## src/lpm_pkg.sv

```systemverilog
// Shared constants and types of the low-power mode controller
package lpm_pkg;
	// Power mode control register bit positions
	localparam int unsigned HALT_LO_BIT = 1;
	localparam int unsigned HALT_HI_BIT = 2;
	localparam int unsigned WATCH_N_BIT = 3;
	localparam int unsigned SWRST_N_BIT = 4;
	localparam int unsigned FLOAT_BIT = 5;
	localparam int unsigned SLEEP_BIT = 6;
	localparam int unsigned STOP_BIT = 7;
	localparam logic [7:0] PMC_RESET = 8'h18;
	// Clock select register bit positions (our choice)
	localparam int unsigned PLL_SEL_BIT = 0;
	localparam int unsigned SUB_SEL_BIT = 1;
	localparam logic [1:0] CKS_RESET = 2'h3;
	// Software reset length in machine cycles
	localparam logic [1:0] SWRST_CYCLES = 2'h3;
	// Halt cycle counts per field value
	localparam logic [3:0] HALT_CNT_0 = 4'h0;
	localparam logic [3:0] HALT_CNT_1 = 4'h1;
	localparam logic [3:0] HALT_CNT_2 = 4'h2;
	localparam logic [3:0] HALT_CNT_3 = 4'h3;
	// Register selectors on the CPU write port
	localparam logic SEL_PMC = 1'b0;
	localparam logic SEL_CKS = 1'b1;
	typedef enum logic [2:0]
	{
		LPM_RUN,
		LPM_MAIN_SLEEP,
		LPM_PLL_SLEEP,
		LPM_SUB_SLEEP,
		LPM_TIMEBASE,
		LPM_WATCH,
		LPM_STOP
	} lpm_mode_t;
endpackage

```

## src/lpm_if.sv

```systemverilog
// Interface between the mode controller and the CPU core side
`timescale 1ns/100ps
interface lpm_if;
	logic wr_en;
	logic wr_sel;
	logic [7:0] wr_data;
	logic cpu_access;
	logic irq_pending;
	logic ext_irq;
	logic watch_irq;
	logic timebase_irq;
	logic ext_reset_n;
	logic cpu_clk_en;
	logic res_clk_en;
	logic osc_run;
	logic sub_run;
	logic mach_run;
	logic timebase_run;
	logic watch_run;
	logic pins_float;
	logic pins_hold;
	logic int_reset;
	logic [7:0] pmc_read;
	lpm_pkg::lpm_mode_t mode;
	modport dev
	(
		input wr_en, wr_sel, wr_data, cpu_access, irq_pending, ext_irq, watch_irq, timebase_irq, ext_reset_n,
		output cpu_clk_en, res_clk_en, osc_run, sub_run, mach_run, timebase_run, watch_run,
		output pins_float, pins_hold, int_reset, pmc_read, mode
	);
	modport cpu
	(
		output wr_en, wr_sel, wr_data, cpu_access, irq_pending, ext_irq, watch_irq, timebase_irq, ext_reset_n,
		input cpu_clk_en, res_clk_en, osc_run, sub_run, mach_run, timebase_run, watch_run,
		input pins_float, pins_hold, int_reset, pmc_read, mode
	);
endinterface

```

## src/lpm_device.sv

```systemverilog
// Low-power mode controller: standby modes, intermittent CPU clock, software reset
`timescale 1ns/100ps
module lpm_device
(
	// Clock and reset
	input wire logic ref_clk_i,
	input wire logic reset_n_i,
	// CPU side
	lpm_if.dev bus
);
	import lpm_pkg::*;

	logic [7:0] pmc;
	logic [1:0] cks;
	lpm_mode_t mode;
	lpm_mode_t next_mode;
	logic [3:0] halt_cnt;
	logic [1:0] swrst_cnt;
	logic [3:0] halt_len;
	logic ext_rst_s1, ext_rst_s2, ext_s1, ext_s2;
	logic pmc_wr, cks_wr, wake, asleep;
	logic req_stop, req_watch, req_sleep;
	logic cpu_clk_en, res_clk_en, pins_float, pins_hold, int_reset;
	logic osc_run, sub_run, mach_run, timebase_run, watch_run;
	logic next_osc_run, next_sub_run, next_mach_run, next_timebase_run, next_watch_run;
	logic mode_rst, float_sel;

	// External pins pass two flops; the first is read by nothing else
	always_ff @(posedge ref_clk_i)
	begin
		ext_rst_s1 <= bus.ext_reset_n;
		ext_rst_s2 <= ext_rst_s1;
		ext_s1 <= bus.ext_irq;
		ext_s2 <= ext_s1;
	end

	// Write decode and request priority
	assign pmc_wr = bus.wr_en && bus.wr_sel == SEL_PMC && mode == LPM_RUN;
	assign cks_wr = bus.wr_en && bus.wr_sel == SEL_CKS && mode == LPM_RUN;
	assign req_stop = bus.wr_data[STOP_BIT];
	assign req_watch = !bus.wr_data[WATCH_N_BIT];
	assign req_sleep = bus.wr_data[SLEEP_BIT] && !bus.irq_pending;
	assign asleep = mode != LPM_RUN;

	// Pin reset and software reset force run; the float choice of a request write applies at once,
	// so the pins never show the previous choice for a cycle on entry
	assign mode_rst = !ext_rst_s2 || int_reset;
	assign float_sel = pmc_wr ? bus.wr_data[FLOAT_BIT] : pmc[FLOAT_BIT];

	// Halt length per access from the two-bit field
	assign halt_len = pmc[HALT_HI_BIT] ? (pmc[HALT_LO_BIT] ? HALT_CNT_3 : HALT_CNT_2)
		: (pmc[HALT_LO_BIT] ? HALT_CNT_1 : HALT_CNT_0);

	// Wake sources differ per mode; stop is woken by external interrupt only
	always_comb
	begin
		case (mode)
			LPM_MAIN_SLEEP, LPM_PLL_SLEEP, LPM_SUB_SLEEP: wake = bus.irq_pending || ext_s2;
			LPM_TIMEBASE: wake = ext_s2 || bus.watch_irq || bus.timebase_irq;
			LPM_WATCH: wake = ext_s2 || bus.watch_irq;
			LPM_STOP: wake = ext_s2;
			default: wake = 1'b0;
		endcase
	end

	// Mode selection on a request write
	always_comb
	begin
		next_mode = mode;
		if (mode_rst)
			next_mode = LPM_RUN;
		else if (mode == LPM_RUN && pmc_wr)
		begin
			if (req_stop)
				next_mode = LPM_STOP;
			else if (req_watch)
				next_mode = cks[SUB_SEL_BIT] ? LPM_TIMEBASE : LPM_WATCH;
			else if (req_sleep)
			begin
				if (!cks[SUB_SEL_BIT])
					next_mode = LPM_SUB_SLEEP;
				else if (cks[PLL_SEL_BIT])
					next_mode = LPM_MAIN_SLEEP;
				else
					next_mode = LPM_PLL_SLEEP;
			end
		end
		else if (asleep && wake)
			next_mode = LPM_RUN;
	end

	// Registers and mode; external reset acts like a device reset
	always_ff @(posedge ref_clk_i)
	begin
		if (!reset_n_i || !ext_rst_s2 || int_reset)
		begin
			pmc <= PMC_RESET;
			cks <= CKS_RESET;
			mode <= LPM_RUN;
		end
		else
		begin
			mode <= next_mode;
			if (pmc_wr)
				pmc <= {1'b0, bus.wr_data[SLEEP_BIT:FLOAT_BIT], 1'b1, 1'b1, bus.wr_data[HALT_HI_BIT:0]};
			else if (asleep && wake)
				pmc <= {2'h0, pmc[FLOAT_BIT], 2'h3, pmc[HALT_HI_BIT:0]};
			if (cks_wr)
				cks <= bus.wr_data[1:0];
		end
	end

	// Software reset counter; writing one to the bit is ignored
	always_ff @(posedge ref_clk_i)
	begin
		if (!reset_n_i)
			swrst_cnt <= 2'h0;
		else if (pmc_wr && !bus.wr_data[SWRST_N_BIT])
			swrst_cnt <= SWRST_CYCLES;
		else if (swrst_cnt != 2'h0)
			swrst_cnt <= swrst_cnt - 2'h1;
	end

	// Intermittent halt: each access stalls the CPU clock halt_len cycles,
	// so instruction time grows by accesses times halt_len
	always_ff @(posedge ref_clk_i)
	begin
		if (!reset_n_i || asleep)
			halt_cnt <= 4'h0;
		else if (halt_cnt != 4'h0)
			halt_cnt <= halt_cnt - 4'h1;
		else if (bus.cpu_access && cpu_clk_en)
			halt_cnt <= halt_len;
	end

	// Registered outputs
	always_ff @(posedge ref_clk_i)
	begin
		if (!reset_n_i)
		begin
			cpu_clk_en <= 1'b1;
			res_clk_en <= 1'b1;
			pins_float <= 1'b0;
			pins_hold <= 1'b0;
			int_reset <= 1'b0;
			osc_run <= 1'b1;
			sub_run <= 1'b1;
			mach_run <= 1'b1;
			timebase_run <= 1'b1;
			watch_run <= 1'b1;
		end
		else
		begin
			cpu_clk_en <= next_mode == LPM_RUN && !(bus.cpu_access && cpu_clk_en && halt_len != HALT_CNT_0)
				&& halt_cnt <= 4'h1;
			res_clk_en <= next_mode inside {LPM_RUN, LPM_MAIN_SLEEP, LPM_PLL_SLEEP, LPM_SUB_SLEEP};
			pins_float <= float_sel && next_mode inside {LPM_TIMEBASE, LPM_WATCH, LPM_STOP};
			pins_hold <= !float_sel && next_mode inside {LPM_TIMEBASE, LPM_WATCH, LPM_STOP};
			int_reset <= (pmc_wr && !bus.wr_data[SWRST_N_BIT]) || swrst_cnt > 2'h1;
			osc_run <= next_osc_run;
			sub_run <= next_sub_run;
			mach_run <= next_mach_run;
			timebase_run <= next_timebase_run;
			watch_run <= next_watch_run;
		end
	end

	// Clock run flags follow the mode being entered; registered so they change together with mode
	assign next_osc_run = !(next_mode inside {LPM_SUB_SLEEP, LPM_WATCH, LPM_STOP});
	assign next_sub_run = next_mode != LPM_STOP;
	assign next_mach_run = !(next_mode inside {LPM_TIMEBASE, LPM_WATCH, LPM_STOP});
	assign next_timebase_run = next_mode != LPM_WATCH && next_mode != LPM_STOP;
	assign next_watch_run = next_mode != LPM_STOP;

	// Outputs toward the CPU end
	assign bus.osc_run = osc_run;
	assign bus.sub_run = sub_run;
	assign bus.mach_run = mach_run;
	assign bus.timebase_run = timebase_run;
	assign bus.watch_run = watch_run;
	assign bus.cpu_clk_en = cpu_clk_en;
	assign bus.res_clk_en = res_clk_en;
	assign bus.pins_float = pins_float;
	assign bus.pins_hold = pins_hold;
	assign bus.int_reset = int_reset;
	assign bus.mode = mode;
	// Stop, software reset and watch bits always read as one
	assign bus.pmc_read = {1'b1, pmc[SLEEP_BIT:FLOAT_BIT], 2'h3, pmc[HALT_HI_BIT:0]};
endmodule

```

## src/flat_wrapper.sv

```systemverilog
// flat-port wrapper written by rule: the top's interface ports become plain ports
module lpm_device_flat import lpm_pkg::*;
  (ref_clk_i, reset_n_i, bus_wr_en, bus_wr_sel, bus_wr_data, bus_cpu_access, bus_irq_pending, bus_ext_irq, bus_watch_irq, bus_timebase_irq, bus_ext_reset_n, bus_cpu_clk_en, bus_res_clk_en, bus_osc_run, bus_sub_run, bus_mach_run, bus_timebase_run, bus_watch_run, bus_pins_float, bus_pins_hold, bus_int_reset, bus_pmc_read, bus_mode);
  lpm_if bus_i ();
  input wire logic ref_clk_i;
  input wire logic reset_n_i;
  input wire logic [$bits(bus_i.wr_en)-1:0] bus_wr_en;
  input wire logic [$bits(bus_i.wr_sel)-1:0] bus_wr_sel;
  input wire logic [$bits(bus_i.wr_data)-1:0] bus_wr_data;
  input wire logic [$bits(bus_i.cpu_access)-1:0] bus_cpu_access;
  input wire logic [$bits(bus_i.irq_pending)-1:0] bus_irq_pending;
  input wire logic [$bits(bus_i.ext_irq)-1:0] bus_ext_irq;
  input wire logic [$bits(bus_i.watch_irq)-1:0] bus_watch_irq;
  input wire logic [$bits(bus_i.timebase_irq)-1:0] bus_timebase_irq;
  input wire logic [$bits(bus_i.ext_reset_n)-1:0] bus_ext_reset_n;
  output wire logic [$bits(bus_i.cpu_clk_en)-1:0] bus_cpu_clk_en;
  output wire logic [$bits(bus_i.res_clk_en)-1:0] bus_res_clk_en;
  output wire logic [$bits(bus_i.osc_run)-1:0] bus_osc_run;
  output wire logic [$bits(bus_i.sub_run)-1:0] bus_sub_run;
  output wire logic [$bits(bus_i.mach_run)-1:0] bus_mach_run;
  output wire logic [$bits(bus_i.timebase_run)-1:0] bus_timebase_run;
  output wire logic [$bits(bus_i.watch_run)-1:0] bus_watch_run;
  output wire logic [$bits(bus_i.pins_float)-1:0] bus_pins_float;
  output wire logic [$bits(bus_i.pins_hold)-1:0] bus_pins_hold;
  output wire logic [$bits(bus_i.int_reset)-1:0] bus_int_reset;
  output wire logic [$bits(bus_i.pmc_read)-1:0] bus_pmc_read;
  output wire logic [$bits(bus_i.mode)-1:0] bus_mode;
  assign bus_i.wr_en = bus_wr_en;
  assign bus_i.wr_sel = bus_wr_sel;
  assign bus_i.wr_data = bus_wr_data;
  assign bus_i.cpu_access = bus_cpu_access;
  assign bus_i.irq_pending = bus_irq_pending;
  assign bus_i.ext_irq = bus_ext_irq;
  assign bus_i.watch_irq = bus_watch_irq;
  assign bus_i.timebase_irq = bus_timebase_irq;
  assign bus_i.ext_reset_n = bus_ext_reset_n;
  assign bus_cpu_clk_en = bus_i.cpu_clk_en;
  assign bus_res_clk_en = bus_i.res_clk_en;
  assign bus_osc_run = bus_i.osc_run;
  assign bus_sub_run = bus_i.sub_run;
  assign bus_mach_run = bus_i.mach_run;
  assign bus_timebase_run = bus_i.timebase_run;
  assign bus_watch_run = bus_i.watch_run;
  assign bus_pins_float = bus_i.pins_float;
  assign bus_pins_hold = bus_i.pins_hold;
  assign bus_int_reset = bus_i.int_reset;
  assign bus_pmc_read = bus_i.pmc_read;
  assign bus_mode = bus_i.mode;
  lpm_device u_core (.ref_clk_i(ref_clk_i), .reset_n_i(reset_n_i), .bus(bus_i));
endmodule
```

## config.mk

```make
export PLATFORM = sky130hd
export DESIGN_NAME = lpm_device_flat
export DESIGN_NICKNAME = d
export VERILOG_FILES = /design/src/lpm_pkg.sv /design/src/lpm_if.sv /design/src/lpm_device.sv /design/src/flat_wrapper.sv
export SDC_FILE = /design/constraint.sdc
export NUM_CORES = 1
export LEC_CHECK = 0
export BUFFER_PORTS_ARGS = -buffer_cell sky130_fd_sc_hd__buf_2
export CORE_MARGIN = 2
export CORE_UTILIZATION = 45
export DETAILED_ROUTE_END_ITERATION = 10
export GPL_ROUTABILITY_DRIVEN = 0
export PLACE_DENSITY_LB_ADDON = 0.1
export SKIP_LAST_GASP = 1
export SYNTH_ARGS = -nofsm -noshare
export SYNTH_HDL_FRONTEND = slang
export SYNTH_SLANG_ARGS = --single-unit
export TNS_END_PERCENT = 30
```

## constraint.sdc

```tcl
create_clock -name ref_clk_i -period 1.9 [get_ports ref_clk_i]
set_input_delay 0.38 -clock ref_clk_i [delete_from_list [all_inputs] [get_ports ref_clk_i]]
set_output_delay 0.38 -clock ref_clk_i [all_outputs]
set_load 0.01 [all_outputs]
```

==> run metrics <==
Std-Cell Rows=20; maximum buffer depth of the clock tree=2; wire per inst=13.1 um; RSZ-0062 raised after global routing=false; cell count along the critical path=5; Post-CTS Setup Repair Bufs=0; vias in the first global route=1145; WP buf/inv=0; CTS sink cnt=29; Worst Hold Class=in -> reg; die height=60.2 um; Syn Area/Cell=9.66 um2; worst slack, placed=40.3 ps; CP Data Arrival Time=1970 ps; dpl cells=224; largest family of logic cells by synthesized area=simple AND/OR/NAND/NOR gates; worst setup margin=151 ps; Cells after Synth=147; status=complete, no violations; Async SR Flop Fraction=0%; core area=3030 um2; Psw=0.534 mW; Root Driver=clkbuf_4; initial antenna violation count=0; post-layout min period=1750 ps; startpoint types=register; DRT Pass-1 Iters=4; internal power=1.24 mW; Cell Area, Synth=1420 um2; r2r setup slk=150 ps; Critical path origin=u_core.bus.mode[0]$_SDFF_PP0_; Tightest Pin Transition=519 ps; Worst slew margin=65.3%; CTS resizes=0; CP peak stage delay=500 ps; I/O Pins=39; combinational share of power=27.6%; Synth Area in Adders=3.52%; Filler Cells Inserted=290; P_leak=0.755 nW; mux contribution to synthesized area=3.61%; Flop pwr share=42.5%; Initial Util=46.9%; Main synth FF type=dfxtp_1; first-pass GRT wire length=5020 um; total CTS buffers=5; number of flops mapped to enable cells by yosys=0; largest fanout on the critical path=5; Final Setup Violations=0; residual overflow from global routing=0; layout cells sized above 1=33.0%; Fin Setup TNS=0 ps; Buffers on Ports=35; Critical-path top delay cell=a2111oi_2; Cell Count, Final, Fillers Out=232; CP Capture Point=u_core.bus.pins_hold$_SDFF_PN0_; Tcrit/Tclk final=92.0%; die area=3620 um2; reg-to-reg endpoint=u_core.bus.pins_hold$_SDFF_PN0_; Post-Synth Simple-Gate Area=24.9%; kind of critical path=reg -> reg; Synth Register Bits=29; Cell Pwr Density=1040 nW/um2; final core utilization=56.5%; Compound-Gate Fraction of Synth Area=18.9%; post-synthesis xor/xnor area fraction=1.23%; fmax=0.572 GHz; endpoint class of the critical path=register; reg-to-reg startpoint=u_core.bus.mode[0]$_SDFF_PP0_; vias per cell=5.11; Die W=60.2 um; Worst Path Required=2130 ps; crit-path cells=nor2b_1 > a2111oi_2 > a22oi_2 > nor3_4 > and3b_1; gr usage total=19.1%; DRT iter0 DRCs=59; H-tree depth=2; distinct cell type count after synthesis=51; layout net count=209; max cap viols=0; R2R cell count=5; Antenna Cells=0; cts hold-fix bufs=0; vias=1185; DP HPWL=2310 um; clock slew at the register clock pins of the worst setup and hold paths=100 ps; residual DRC count=0; fin. max-slew vios=0; clock share of power=29.9%; area growth from synthesis to layout=20.5%; register area share after synthesis=40.9%; Yosys Warn Count=0; DRT antenna net count=0; final WL=3030 um; clk_lat worst skew=330 ps; Peak VDD IR=656 uV; Hold Vio Cnt, Final=0; skew final=7.51 ps; largest net degree at the start of global routing=11; Sw Share=30.1%; Crit path max-delay family=compound AO/OA/AOI/OAI gates; Total Power=1.77 mW; CTS tree=built
## state kept, by name (all words and copies together) (netlist names), 2 cells and up
name and cells:
u_core.cks 2, u_core.bus.mode 3, u_core.pmc 5, u_core.halt_cnt 4, u_core.swrst_cnt 2
## cells in the mapped netlist (3+ instances only)
library cell	count	area share, %
mux2i_1	4	2.8
nor2b_1	4	1.8
ha_1	4	3.5
nand2_1	14	3.7
nor2_1	11	2.9
buf_4	5	2.6
dfxtp_1	29	41
nand2b_1	6	2.6
a21oi_1	9	3.2
inv_1	6	1.6
o21a_1	3	1.6
## power groups by stage
stage               clock, mW  combinational, mW  sequential, mW
CTS                     0.543              0.494           0.754
global placement            0              0.473           0.764
floorplan                   0              0.377           0.762
detailed placement          0              0.491           0.768
finish                  0.531              0.489           0.753
global route            0.567              0.558           0.768
## logic make-up after synthesis
kind of cell / Yosys count
xor+xnor: 2
buf+inv: 16
flops: 29
other cells: 1
mux: 5
simple gates: 57
fa+ha+maj: 4
compound gates: 33
## how the worst min path moves through the flow
stage | end | from | depth (start not counted) | slack (ps)
finish | u_core.ext_rst_s1$_DFF_P_ | bus_ext_reset_n | 1 | 150
global route | u_core.ext_rst_s1$_DFF_P_ | bus_ext_reset_n | 1 | 120
CTS | u_core.ext_rst_s1$_DFF_P_ | bus_ext_reset_n | 1 | 130
detailed placement | u_core.ext_s2$_DFF_P_ | u_core.ext_s1$_DFF_P_ | 0 | 320
global placement | u_core.ext_s2$_DFF_P_ | u_core.ext_s1$_DFF_P_ | 0 | 310
floorplan | u_core.ext_rst_s2$_DFF_P_ | u_core.ext_rst_s1$_DFF_P_ | 0 | 310
## through the flow
stage | cell area [um2] | hold WS (ps)
final | 1710 | 145
after CTS | 1710 | 133
after detailed placement | 1630 | 319
after floorplan | 1430 | 310
after global routing | 1710 | 121
after global placement | 1630 | 313
## metal layers
layer	track usage [%]	part of all wire [%]	vias up
met5	0	0	-
met4	9.52	1.8	0
met3	6.28	5.9	6
met2	27.6	46	32
met1	25.3	47	558
li1	-	-	589
## cells in the final DEF, fill, tap and decap left out, drive strengths merged, types with 2 or more instances in the layout
cell,instances
buf,40
dfxtp,29
nand2,14
nor2,12
a21oi,9
inv,7
nand2b,7
clkbuf,7
mux2i,4
nor2b,4
ha,4
o21ai,4
o21a,3
conb,3
nor3,3
o22a,3
nor3b,2
nand3,2
nand3b,2
and3b,2
and3,2
a211o,2
o22ai,2
a31oi,2
nor4b,2
## area by class of cell
class	count	area, um2	share of cell area (%)
inverter	7	26.3	1.54
timing repair buffer	40	213	12.4
clock buffer	7	55.1	3.22
tap	44	55.1	3.22
multi-input combinational	104	752	43.9
clock inverter	1	30.0	1.75
sequential	29	581	33.9
(Power assumes the default switching activity.)
